==> src/genset_defs.vh <==
// Constants for the generator set fault supervisor.
`ifndef GENSET_DEFS_VH
`define GENSET_DEFS_VH
// Selector positions.
`define SEL_OFF 2'h0
`define SEL_MAN 2'h1
`define SEL_AUTO 2'h2
// Fault codes shown on the display.
`define CODE_NONE 12'h000
`define CODE_OVR_ACTIVE 12'h46B
`define CODE_FAIL_SHUT 12'h588
`define CODE_SHUT_AFTER_OVR 12'h463
`define CODE_OVERSPEED 12'h0EA
`define CODE_LOCAL_ESTOP 12'h599
`define CODE_REMOTE_ESTOP 12'h59A
`define CODE_POS_SENSOR 12'h0EC
`define CODE_EXCITATION 12'h91F
`define CODE_DATALINK 12'h30D
`define CODE_ENG_BUS_SHUT 12'h4DD
// Critical fault vector bit positions.
`define CRIT_OVERSPEED 0
`define CRIT_LOCAL_ESTOP 1
`define CRIT_REMOTE_ESTOP 2
`define CRIT_POS_SENSOR 3
`define CRIT_EXCITATION 4
`define CRIT_DATALINK 5
`define CRIT_ENG_BUS 6
`define CRIT_COUNT 7
// Timing.
`define CLK_PERIOD_NS 5
`define LAMP_TIMEOUT_MIN 10
`define LAMP_TIMEOUT_CYC 40'h1BF08EB000
`define FLASH_HALF_CYC 100000000
`define HOLD_CYC 200000000
`define STEP_CYC 50000000
// Indicator colours.
`define COLOR_GREEN 2'h0
`define COLOR_YELLOW 2'h1
`define COLOR_RED 2'h2
`endif

==> src/lamp_flasher.v <==
// Square-wave generator for the not-in-auto lamp.
`timescale 1ns/1ps
`default_nettype none
module lamp_flasher #(
  parameter [31:0] HALF_CYC = 32'd100000000
) (
  input wire clock_in,
  input wire reset_in,
  input wire enable_in,
  output reg flash_out
);
  reg [31:0] count_ff;

  // Half-period counter, held at zero while disabled; output toggles each wrap while enabled.
  always @(posedge clock_in or posedge reset_in) begin
    if (reset_in) begin
      count_ff <= 32'h0;
      flash_out <= 1'b0;
    end else if (!enable_in) begin
      count_ff <= 32'h0;
      flash_out <= 1'b0;
    end else if (count_ff >= HALF_CYC - 32'd1) begin
      count_ff <= 32'h0;
      flash_out <= ~flash_out;
    end else begin
      count_ff <= count_ff + 32'd1;
    end
  end
endmodule // lamp_flasher
`default_nettype wire

==> src/panel_lamp_ctrl.v <==
// Panel lamp button handler: short press toggles, hold runs lamp test.
`timescale 1ns/1ps
`default_nettype none
module panel_lamp_ctrl #(
  parameter [39:0] TIMEOUT_CYC = 40'd120000000000,
  parameter [31:0] HOLD_CYC = 32'd200000000,
  parameter [31:0] STEP_CYC = 32'd50000000
) (
  input wire clock_in,
  input wire reset_in,
  input wire button_in,
  output reg lamps_on_out,
  output reg test_out,
  output reg [3:0] bar_out
);
  reg btn_ff;
  reg [31:0] hold_ff;
  reg [39:0] timer_ff;
  reg [31:0] step_ff;

  // Press timing, toggle on short release, automatic lamp switch-off.
  always @(posedge clock_in or posedge reset_in) begin
    if (reset_in) begin
      btn_ff <= 1'b0;
      hold_ff <= 32'h0;
      timer_ff <= 40'h0;
      step_ff <= 32'h0;
      lamps_on_out <= 1'b0;
      test_out <= 1'b0;
      bar_out <= 4'h0;
    end else begin
      btn_ff <= button_in;
      if (button_in) begin
        if (hold_ff < HOLD_CYC) begin
          hold_ff <= hold_ff + 32'd1;
        end else begin
          test_out <= 1'b1;
        end
      end else begin
        hold_ff <= 32'h0;
        test_out <= 1'b0;
        bar_out <= 4'h0;
      end
      // Release before the hold threshold counts as a short press.
      if (btn_ff && !button_in && hold_ff < HOLD_CYC) begin
        lamps_on_out <= ~lamps_on_out;
        timer_ff <= 40'h0;
      end else if (lamps_on_out) begin
        if (timer_ff >= TIMEOUT_CYC - 40'd1) begin
          lamps_on_out <= 1'b0;
          timer_ff <= 40'h0;
        end else begin
          timer_ff <= timer_ff + 40'd1;
        end
      end
      // Meters advance one bar at a time during the test.
      if (test_out) begin
        if (step_ff >= STEP_CYC - 32'd1) begin
          step_ff <= 32'h0;
          bar_out <= bar_out + 4'h1;
        end else begin
          step_ff <= step_ff + 32'd1;
        end
      end else begin
        step_ff <= 32'h0;
      end
    end
  end
endmodule // panel_lamp_ctrl
`default_nettype wire

==> src/genset_fault_supervisor.v <==
// Generator set fault supervisor: modes, faults, override and lamps.
//
// Overview of operation
// Override enabled lights warning, shows 1131.
// Overridden shutdown announced, set runs, shows 1416.
// Acknowledge clears message; history stays active.
// Critical faults suspend override, shut down.
// Override switch off after override: shut, 1123.
// Override needs config enable and assigned input.
// Emergency stop shuts down, blocks all starts.
// Estop clears only by ordered panel sequence.
// Running lamp follows generator running.
// Remote-start lamp follows remote start input.
// Not-in-auto lamp flashes outside auto.
// Shutdown lights lamp, inhibits start; ack in off.
// Warning lamp; ack or remote reset clears.
// Sticky warnings clear only after shutdown.
// Warning ack any position; shutdown ack off.
// Lamp button toggles, times out, hold tests.
// Manual run/stop acts only in manual.
// Auto follows remote start; button ignored.
// Off blocks starts, stops set immediately.
// Menu buttons act only when symbol shown.
// Indicators have source, colour, enable.
// Remote reset clears faults except estop.
// Flash period is a parameter.
`timescale 1ns/1ps
`include "genset_defs.vh"
`default_nettype none
module genset_fault_supervisor #(
  parameter [31:0] FLASH_HALF_CYC = `FLASH_HALF_CYC,
  parameter [39:0] LAMP_TIMEOUT_CYC = `LAMP_TIMEOUT_CYC,
  parameter [31:0] HOLD_CYC = `HOLD_CYC,
  parameter [31:0] STEP_CYC = `STEP_CYC
) (
  input wire clock_in,
  input wire reset_in,
  input wire [1:0] selector_in,
  input wire estop_pressed_in,
  input wire remote_estop_in,
  input wire ack_button_in,
  input wire run_stop_button_in,
  input wire lamp_button_in,
  input wire [3:0] menu_button_in,
  input wire [3:0] menu_symbol_shown_in,
  input wire remote_start_in,
  input wire remote_reset_in,
  input wire [3:0] customer_input_in,
  input wire override_cfg_enable_in,
  input wire [1:0] override_input_sel_in,
  input wire [6:0] critical_fault_in,
  input wire overridable_fault_in,
  input wire warning_fault_in,
  input wire sticky_warning_fault_in,
  input wire engine_running_in,
  input wire [2:0] indicator_src_sel_in,
  input wire [1:0] indicator_color_in,
  input wire indicator_enable_in,
  output reg run_cmd_out,
  output reg shutdown_out,
  output reg running_lamp_out,
  output reg remote_start_lamp_out,
  output reg not_auto_lamp_out,
  output reg shutdown_lamp_out,
  output reg warning_lamp_out,
  output reg [11:0] fault_code_out,
  output reg history_active_out,
  output reg [3:0] menu_press_out,
  output reg panel_lamps_out,
  output reg lamp_test_out,
  output reg [3:0] meter_bar_out,
  output reg [2:0] indicator_rgb_out
);
  // Fault latch and sequence state.
  reg estop_latched_ff;
  reg [1:0] estop_step_ff;
  reg shut_latched_ff;
  reg [11:0] shut_code_ff;
  reg warn_latched_ff;
  reg sticky_latched_ff;
  reg overridden_ff;
  reg msg_cleared_ff;
  reg ovr_switch_ff;
  reg ack_prev_ff;
  reg rs_prev_ff;
  reg rr_prev_ff;
  reg rr_prev2_ff;
  reg run_req_ff;
  reg [11:0] nxt_code;
  reg [6:0] src_vec;
  reg [11:0] crit_code;
  integer i;

  // Estop sequence steps after the stop latches.
  localparam [1:0] ES_WAIT_REL = 2'h0;
  localparam [1:0] ES_WAIT_OFF = 2'h1;
  localparam [1:0] ES_WAIT_ACK = 2'h2;
  localparam [1:0] ES_WAIT_SEL = 2'h3;

  wire in_off = (selector_in == `SEL_OFF);
  wire in_man = (selector_in == `SEL_MAN);
  wire in_auto = (selector_in == `SEL_AUTO);
  wire ovr_switch = customer_input_in[override_input_sel_in];
  wire ovr_en = override_cfg_enable_in && ovr_switch;
  wire estop_now = estop_pressed_in | remote_estop_in;
  wire crit_now = |critical_fault_in;
  wire ack_pulse = ack_button_in && !ack_prev_ff;
  wire rs_pulse = run_stop_button_in && !rs_prev_ff;
  // Remote reset counts on release, i.e. after a full grounding cycle.
  wire rr_cycle = rr_prev2_ff && !rr_prev_ff;
  wire remote_clear = in_auto && !remote_start_in && rr_cycle;
  wire ovr_off_shut = ovr_switch_ff && !ovr_switch && overridden_ff;
  wire block_start = estop_latched_ff || shut_latched_ff || in_off || crit_now;

  // Code of the first active critical fault, lowest bit first.
  always @* begin
    crit_code = `CODE_NONE;
    for (i = `CRIT_COUNT - 1; i >= 0; i = i - 1) begin
      if (critical_fault_in[i]) begin
        case (i)
          `CRIT_OVERSPEED: crit_code = `CODE_OVERSPEED;
          `CRIT_LOCAL_ESTOP: crit_code = `CODE_LOCAL_ESTOP;
          `CRIT_REMOTE_ESTOP: crit_code = `CODE_REMOTE_ESTOP;
          `CRIT_POS_SENSOR: crit_code = `CODE_POS_SENSOR;
          `CRIT_EXCITATION: crit_code = `CODE_EXCITATION;
          `CRIT_DATALINK: crit_code = `CODE_DATALINK;
          default: crit_code = `CODE_ENG_BUS_SHUT;
        endcase
      end
    end
  end

  // Edge history of panel and remote inputs.
  always @(posedge clock_in or posedge reset_in) begin
    if (reset_in) begin
      ack_prev_ff <= 1'b0;
      rs_prev_ff <= 1'b0;
      rr_prev_ff <= 1'b0;
      rr_prev2_ff <= 1'b0;
      ovr_switch_ff <= 1'b0;
    end else begin
      ack_prev_ff <= ack_button_in;
      rs_prev_ff <= run_stop_button_in;
      rr_prev_ff <= remote_reset_in;
      rr_prev2_ff <= rr_prev_ff;
      ovr_switch_ff <= ovr_switch;
    end
  end

  // Emergency stop latch; only the ordered panel sequence releases it.
  always @(posedge clock_in or posedge reset_in) begin
    if (reset_in) begin
      estop_latched_ff <= 1'b0;
      estop_step_ff <= ES_WAIT_REL;
    end else if (estop_now) begin
      estop_latched_ff <= 1'b1;
      estop_step_ff <= ES_WAIT_REL;
    end else if (estop_latched_ff) begin
      case (estop_step_ff)
        ES_WAIT_REL: estop_step_ff <= ES_WAIT_OFF;
        ES_WAIT_OFF: if (in_off) estop_step_ff <= ES_WAIT_ACK;
        ES_WAIT_ACK: begin
          if (!in_off) begin
            estop_step_ff <= ES_WAIT_OFF;
          end else if (ack_pulse) begin
            estop_step_ff <= ES_WAIT_SEL;
          end
        end
        ES_WAIT_SEL: begin
          if (!in_off) begin
            estop_latched_ff <= 1'b0;
            estop_step_ff <= ES_WAIT_REL;
          end
        end
        default: estop_step_ff <= ES_WAIT_REL;
      endcase
    end
  end

  // Shutdown, warning and override latches. A new event wins over a clear.
  always @(posedge clock_in or posedge reset_in) begin
    if (reset_in) begin
      shut_latched_ff <= 1'b0;
      shut_code_ff <= `CODE_NONE;
      warn_latched_ff <= 1'b0;
      sticky_latched_ff <= 1'b0;
      overridden_ff <= 1'b0;
      msg_cleared_ff <= 1'b0;
    end else begin
      if (crit_now) begin
        shut_latched_ff <= 1'b1;
        shut_code_ff <= crit_code;
      end else if (ovr_off_shut) begin
        shut_latched_ff <= 1'b1;
        shut_code_ff <= `CODE_SHUT_AFTER_OVR;
      end else if (overridable_fault_in && !ovr_en) begin
        shut_latched_ff <= 1'b1;
      end else if ((ack_pulse && in_off) || remote_clear) begin
        shut_latched_ff <= 1'b0;
        shut_code_ff <= `CODE_NONE;
      end
      // Override memory lasts while the override switch stays on.
      // A fault that stays present must not bring back an acknowledged message.
      if (overridable_fault_in && ovr_en && !crit_now) begin
        overridden_ff <= 1'b1;
      end else if (!ovr_switch_ff) begin
        overridden_ff <= 1'b0;
      end
      if (ack_pulse && overridden_ff) begin
        msg_cleared_ff <= 1'b1;
      end else if (!ovr_en) begin
        msg_cleared_ff <= 1'b0;
      end
      if (warning_fault_in) begin
        warn_latched_ff <= 1'b1;
      end else if (ack_pulse || remote_clear) begin
        warn_latched_ff <= 1'b0;
      end
      if (sticky_warning_fault_in) begin
        sticky_latched_ff <= 1'b1;
      end else if (!engine_running_in && !run_cmd_out) begin
        sticky_latched_ff <= 1'b0;
      end
    end
  end

  // Run request: manual button in manual, remote start in auto.
  always @(posedge clock_in or posedge reset_in) begin
    if (reset_in) begin
      run_req_ff <= 1'b0;
    end else if (block_start) begin
      run_req_ff <= 1'b0;
    end else if (in_auto) begin
      run_req_ff <= remote_start_in;
    end else if (in_man && rs_pulse) begin
      run_req_ff <= ~run_req_ff;
    end else if (!in_man) begin
      run_req_ff <= 1'b0;
    end
  end

  // Displayed code priority: shutdown, fail to shut down, override active.
  always @* begin
    nxt_code = `CODE_NONE;
    if (shut_latched_ff && shut_code_ff != `CODE_NONE) begin
      nxt_code = shut_code_ff;
    end else if (overridden_ff && !msg_cleared_ff) begin
      nxt_code = `CODE_FAIL_SHUT;
    end else if (ovr_en) begin
      nxt_code = `CODE_OVR_ACTIVE;
    end
  end

  // Event sources for the configurable indicator.
  always @* begin
    src_vec = {sticky_latched_ff, warn_latched_ff, shut_latched_ff, estop_latched_ff,
      crit_now, engine_running_in, ovr_en};
  end

  // Registered outputs. Starts and stops skip time delays by design.
  always @(posedge clock_in or posedge reset_in) begin
    if (reset_in) begin
      run_cmd_out <= 1'b0;
      shutdown_out <= 1'b0;
      running_lamp_out <= 1'b0;
      remote_start_lamp_out <= 1'b0;
      shutdown_lamp_out <= 1'b0;
      warning_lamp_out <= 1'b0;
      fault_code_out <= `CODE_NONE;
      history_active_out <= 1'b0;
      menu_press_out <= 4'h0;
      indicator_rgb_out <= 3'h0;
    end else begin
      run_cmd_out <= run_req_ff && !block_start && !estop_now;
      shutdown_out <= block_start || estop_now || ovr_off_shut;
      running_lamp_out <= engine_running_in;
      remote_start_lamp_out <= remote_start_in;
      shutdown_lamp_out <= shut_latched_ff || estop_latched_ff;
      warning_lamp_out <= warn_latched_ff || sticky_latched_ff || ovr_en;
      fault_code_out <= nxt_code;
      history_active_out <= overridden_ff;
      menu_press_out <= menu_button_in & menu_symbol_shown_in;
      indicator_rgb_out <= 3'h0;
      if (indicator_enable_in && indicator_src_sel_in != 3'h7 &&
          src_vec[indicator_src_sel_in]) begin
        case (indicator_color_in)
          `COLOR_GREEN: indicator_rgb_out <= 3'h2;
          `COLOR_YELLOW: indicator_rgb_out <= 3'h6;
          `COLOR_RED: indicator_rgb_out <= 3'h4;
          default: indicator_rgb_out <= 3'h0;
        endcase
      end
    end
  end

  // Not-in-auto flasher with a parameterised period.
  lamp_flasher #(
    .HALF_CYC(FLASH_HALF_CYC)
  ) u_flasher (
    .clock_in(clock_in),
    .reset_in(reset_in),
    .enable_in(!in_auto),
    .flash_out(not_auto_lamp_out)
  );

  // Panel lamp toggle, timeout and lamp test.
  panel_lamp_ctrl #(
    .TIMEOUT_CYC(LAMP_TIMEOUT_CYC),
    .HOLD_CYC(HOLD_CYC),
    .STEP_CYC(STEP_CYC)
  ) u_panel (
    .clock_in(clock_in),
    .reset_in(reset_in),
    .button_in(lamp_button_in),
    .lamps_on_out(panel_lamps_out),
    .test_out(lamp_test_out),
    .bar_out(meter_bar_out)
  );
endmodule // genset_fault_supervisor
`default_nettype wire

==> config.mk <==
export PLATFORM = sky130hd
export DESIGN_NAME = genset_fault_supervisor
export DESIGN_NICKNAME = d
export VERILOG_FILES = /design/src/lamp_flasher.v /design/src/panel_lamp_ctrl.v /design/src/genset_fault_supervisor.v
export VERILOG_INCLUDE_DIRS = /design/src
export SDC_FILE = /design/constraint.sdc
export NUM_CORES = 1
export LEC_CHECK = 0
export BUFFER_PORTS_ARGS = -buffer_cell sky130_fd_sc_hd__clkbuf_2
export CORE_MARGIN = 3
export CORE_UTILIZATION = 55
export DETAILED_ROUTE_END_ITERATION = 10
export PLACE_DENSITY = 0.78
export SLEW_MARGIN = 20
export SYNTH_ARGS = -nofsm -noshare
export SYNTH_HDL_FRONTEND = slang
export SYNTH_HIERARCHICAL = 1
export SYNTH_SLANG_ARGS = --single-unit
export TNS_END_PERCENT = 100
==> constraint.sdc <==
create_clock -name clock_in -period 8.1 [get_ports clock_in]
set_clock_uncertainty 0.2 [all_clocks]
set_input_delay 0.81 -clock clock_in [delete_from_list [all_inputs] [get_ports clock_in]]
set_output_delay 0.81 -clock clock_in [all_outputs]
set_load 0.02 [all_outputs]
=== Yosys cells after proc, flatten, opt, wreduce, memory -nomap -nowiden ===
Cells that the tools add are included.
W data, S select, Z words.

* Input port bits: 43
* Logic and storage cells: 191
* Flip-flop bits (word level): 196
* Output and inout port bits: 33

* Magnitude comparators: 6
* Reduce and logical (&&, ||, !) cells: 59
* Equal/unequal tests: 17
* Muxes and demuxes: 66
* Bitwise gates (word level): 5
* $add $sub $neg: 5

{| class="wikitable"
|+ Operator list
! kind !! number
|-
| $mux W32 || 6
|-
| $mux W12 || 11
|-
| $mux W40 || 3
|-
| $add A32 B1 Y32 const B || 3
|-
| $add A40 B1 Y40 const B || 1
|-
| $ge A40 B37 Y1 const B || 1
|-
| $mux W11 || 3
|-
| $ge A32 B26 Y1 const B || 1
|-
| $ge A32 B27 Y1 const B || 1
|-
| $lt A32 B28 Y1 const B || 1
|-
| $mux W1 || 29
|-
| $logic_and A1 B1 Y1 || 23
|-
| $logic_not A1 Y1 || 13
|-
| $mux W2 || 6
|-
| $mux W4 || 3
|-
| $ne A3 B3 Y1 const B || 4
|-
| $reduce_bool A12 Y1 || 1
|-
| $reduce_bool A2 Y1 || 5
|-
| $logic_or A1 B1 Y1 || 9
|-
| $pmux W3 S3 || 1
|-
| $eq A2 B2 Y1 const B || 4
|-
| $pmux W2 S4 || 1
|-
| $reduce_or A7 Y1 || 1
|-
| $eq A2 B1 Y1 const B || 3
|-
| other kinds (18) || 24
|}

=== Depth between registers and ports, before layout ===
* Word-level depth: 8
* Depth in mapped cells: 9
* Depth with buffers taken out: 7

=== Modules after synthesis ===
The synthesis kept the hierarchy.

{| class="wikitable"
|+ By module, submodules not included
! module !! sequential area each (sq um) !! cells each !! area each (sq um) !! times used
|-
| panel_lamp_ctrl || 2777.7 || 652 || 5982.0 || 1
|-
| genset_fault_supervisor || 1276.2 || 196 || 2233.4 || 1
|-
| lamp_flasher || 825.8 || 147 || 1539.0 || 1
|}

=== Least setup slack after synthesis ===
No wires, ideal clock.

* Path type: input port to flip-flop
* Start: input port lamp_button_in
* End: register u_panel.timer_ff[13]
* Required time: 7.774 ns
* Library setup time: 0.126 ns
* Slack: 5.667 ns
* Buffers on the path: 2
* Stages: 6
* Arrival time: 2.107 ns
* Path through: clkbuf_1 > nor4b_1 > or2_1 > clkbuf_1 > nor3_2 > a221o_1

* Longest elaborated chain between the ends: 4
* Elaborated cells on any way between the ends: 5
* Classes of those cells: mux: 1; reduce/logical: 4

{| class="wikitable"
|+ Ends and longest elaborated chain
! item !! line !! source
|-
| start: declaration || genset_fault_supervisor.v:43 || <nowiki>input wire lamp_button_in,</nowiki>
|-
| $logic_not A1 Y1 (*) || panel_lamp_ctrl.v:45 || <nowiki>if (btn_ff && !button_in && hold_ff < HOLD_CYC) begin</nowiki>
|-
| $logic_and A1 B1 Y1 (*) (2 in series) || panel_lamp_ctrl.v:45 ||
|-
| $mux W40 or $reduce_bool A2 Y1 (tied branches) || - ||
|-
| end signal: assignment || panel_lamp_ctrl.v:53 || <nowiki>timer_ff <= timer_ff + 40'd1;</nowiki>
|-
| end: declaration || panel_lamp_ctrl.v:18 || <nowiki>reg [39:0] timer_ff;</nowiki>
|}

Every way passes the cells marked *; elsewhere a longest branch is shown, timed or not.
A chain may end at the register's enable or synchronous reset.

=== Worst setup path after layout ===
* Start: input port lamp_button_in
* End: register u_panel.timer_ff[20]

Same word-level chain as after synthesis.

==> results by group <==
Run status
  • Status: finished, final reports clean

Routing
  • DRT met1 WL: 9.52 mm
  • DRC violations left: 0
  • Uppermost layer routed: met4
  • Mean routed wirelength per cell: 16.0 um
  • Routed vias: 7,703
  • 1st-pass router iterations: 6
  • Drt via density: 5.93
  • Final ANT Viol Nets: 0
  • Wire length on met2: 10.1 mm
  • Met3 WL: 987 um
  • 1st-iter DRT viols: 582
  • Final WL: about 21 mm

Synth
  • Top FF cell, synth: dfrtp_1
  • EDFF count, synth: 0
  • Yosys top cell area share: 0.500
  • Netlist Area Pre-Place: 9750 um2
  • Seq/Total Area, Yosys: 0.500
  • Cell taking the most area after synthesis: dfrtp_1
  • Top cells by count, synth: 195 x dfrtp_1, 102 x nand2_1, 100 x nor2_1, 57 x nand3_1
  • Async S/R FF share, synth: 1.00
  • Seq cells post-synth: 195
  • Top-count cell post-synth: dfrtp_1
  • Area contributors post-synth: dfrtp_1 50%, nand2_1 3.9%, nor2_1 3.8%, xor2_1 3.1%, nand3_1 2.9%
  • Yosys warns: 6
  • Avg Inst Size Synth: 9.80 um2
  • Gate Count Post-Synth: roughly 1,000
  • Netlist cell types: 80

Floorplanning
  • Die width: approximately 140 um
  • Number of placement rows: 48
  • Die area: 19,400 um2
  • Chip height: about 140 um
  • Top-level I/O count: 76
  • Core area: 17,400 um2
  • Initial Util: 0.562

Clock tree
  • Post-CTS Setup Inserts: 0
  • Clk sinks: slightly below 200
  • Post-CTS Resized: 0
  • Hold_buf cts: 0
  • Total CTS buffers: 17
  • CTS tree: done
  • Root buffer cell: clkbuf_16
  • Clock transition at path regs: about 0.07 ns
  • Worst skew pair latency: between 0.4 and 0.5 ns
  • H-tree depth: 4
  • Bufs on Longest Clock Path: 2

GRT
  • Vias in the first global route: 7,358
  • Total gr overflow: 0
  • GRT Total Usage: 0.218
  • First-pass GRT wire length: 35.4 mm
  • Antenna violations before repair: 0
  • Largest net degree at the start of global routing: a little under 60

Timing
  • RSZ-0062 raised after global routing: false
  • Worst-Margin Slew: 0.880 ns
  • Max Fclk: 297 MHz
  • Tcrit/Tclk final: 0.416
  • Final worst slack: 4.73 ns
  • Max-slew headroom: 0.409
  • Final Hold Viols: 0
  • Tmin final: 3.37 ns
  • Final setup vio count: 0
  • Final TNS setup: 0 ns
  • Slew Limit Fails: 0

Setup path
  • Worst EP required: 8.21 ns
  • Worst Path Arrival: about 3.5 ns
  • Critical path cell sequence: clkbuf_2, inv_1, nand3_1, a211oi_1, or2_1, nor3_2, a221o_1
  • Slowest-stage cell, CP: inv_1
  • Largest stage delay, worst path: 0.57 ns
  • Critical path fanouts, max: 45
  • CP Launch Type: input port
  • Top delay family on crit path: buffers and inverters
  • Crit Path Class: in -> reg
  • CP endpoint kind: flip-flop
  • CP bufs+invs: 2

Layout
  • Area delta synth->final: 11.2%
  • Final nets: roughly 1,100
  • Share of cells above drive strength 1: 0.139
  • Cell area after layout: between 10,000 and 15,000 um2
  • Fillers: 1,418
  • Number of antenna diodes: 0

Power and ir drop
  • Flop pwr share: 0.516
  • Lkg Pwr: 4.58 nW
  • Combinational share of power: 0.071
  • Int Pwr: 1.44 mW
  • Worst VDD drop: 153 uV
  • Pwr Density: about 180 nW/um2
  • Sw power: 0.519 mW
  • Switching fraction of total power: 0.264
  • Clk pwr share: 0.413
  • Total Power: 1.96 mW

Placement
  • PortBufs: 74
  • Final HPWL DP: 14.1 mm
  • Placement Setup Slack: 4.32 ns
  • Placed inst area: 10,300 um2
  • RD Place Congestion: 0.914

Min path
  • HP Class: reg -> reg

Job
  • Max Cap Viol: 0
[kinds of logic after synthesis]
group	Yosys count	synth area share
xor gates and xnor gates	57	0.0512
adders and majority gates	7	0.00898
and+or+nand+nor	480	0.266
AOI/OAI and AO/OA	160	0.118
other	3	0.00115
buffers and inverters	76	0.0360
DFF	195	0.500
muxes	17	0.0189
[cell usage in the layout, fill, tap and decap left out, types with 5 or more instances in the layout]
cell type,netlist,final
and4_1,8,8
and2_1,24,24
a21oi_1,24,24
clkbuf_16,0,17
nor3_1,29,28
xor2_1,34,34
nand2_1,102,102
buf_4,1,7
o2111ai_1,7,7
xnor2_1,23,23
dfrtp_1,195,195
o211ai_1,15,15
clkbuf_2,0,74
or4_1,17,17
o21a_1,8,8
and3_1,20,20
a31oi_1,9,9
inv_1,34,32
a31o_2,6,6
nor2b_1,7,7
nand2b_1,18,18
mux2i_1,15,15
a21o_1,5,5
nor2_1,100,100
nor4_1,13,13
ha_1,7,7
a221o_1,5,5
o41ai_1,6,6
o21ai_0,32,32
nand4_1,31,31
o31ai_1,9,9
conb_1,3,12
nand3_1,57,57
or3_1,12,12
[final cells by class]
| type | count | area [um2] | area share |
|---|---|---|---|
| clock buffers | 18 | 429 | 0.0396 |
| clock inverters | 14 | 136 | 0.0126 |
| inverters | 34 | 131 | 0.0121 |
| multi-input cells | 733 | 4560 | 0.421 |
| flip-flops and latches | 195 | 4880 | 0.450 |
| well taps | 225 | 282 | 0.0260 |
| repair buffers | 81 | 423 | 0.0390 |
[flip-flops by register name, indices dropped and copies added, names as in the netlist, 2 cells and up]
register / count
fault_code_out: 12
indicator_rgb_out: 2
estop_step_ff: 2
u_panel/step_ff: 32
u_panel/timer_ff: 40
u_flasher/count_ff: 32
u_panel/hold_ff: 32
shut_code_ff: 12
menu_press_out: 4
u_panel/bar_out: 4
[per-layer routing]
| metal | GRT usage | vias to the layer above |
|---|---|---|
| met3 | 0.0438 | 20 |
| met1 | 0.294 | 3783 |
| met2 | 0.360 | 201 |
| li1 | - | 3699 |
| met5 | 0 | - |
| met4 | 0.0664 | 0 |
[worst paths after layout]
| check | cells after the start | slack, ns | from | end |
|---|---|---|---|---|
| worst max-delay path | 7 | 4.73 | lamp_button_in | u_panel/timer_ff[20] |
| worst min-delay path | 0 | 0.20 | rr_prev_ff | rr_prev2_ff |
| worst max register to register | 7 | 5.13 | u_panel/timer_ff[24] | u_panel/timer_ff[23] |
| worst min register to register | 0 | 0.20 | rr_prev_ff | rr_prev2_ff |
| max in group asynchronous | 3 | 6.18 | reset_in | u_panel/timer_ff[11] |
| min in group asynchronous | 2 | 0.27 | reset_in | u_flasher/count_ff[22] |
[stage by stage]
stage | util | hold slack [ns] | std cells
6_report | 0.625 | 0.205 | 1300
5_1_grt | 0.625 | 0.214 | 1300
4_1_cts | 0.625 | 0.209 | 1300
3_5_place_dp | 0.592 | 0.191 | 1268
3_3_place_gp | 0.592 | 0.182 | 1268
2_1_floorplan | - | 0.173 | 1004
[power by group through the flow]
stage | clock network (mW) | logic [mW] | registers [mW]
2_1_floorplan | 0 | 0.0870 | 1.03
3_3_place_gp | 0 | 0.135 | 1.03
3_5_place_dp | 0 | 0.139 | 1.03
4_1_cts | 0.829 | 0.140 | 1.01
5_1_grt | 0.868 | 0.155 | 1.02
6_report | 0.811 | 0.138 | 1.01
Note: power is estimated with default switching activity, not from simulation.
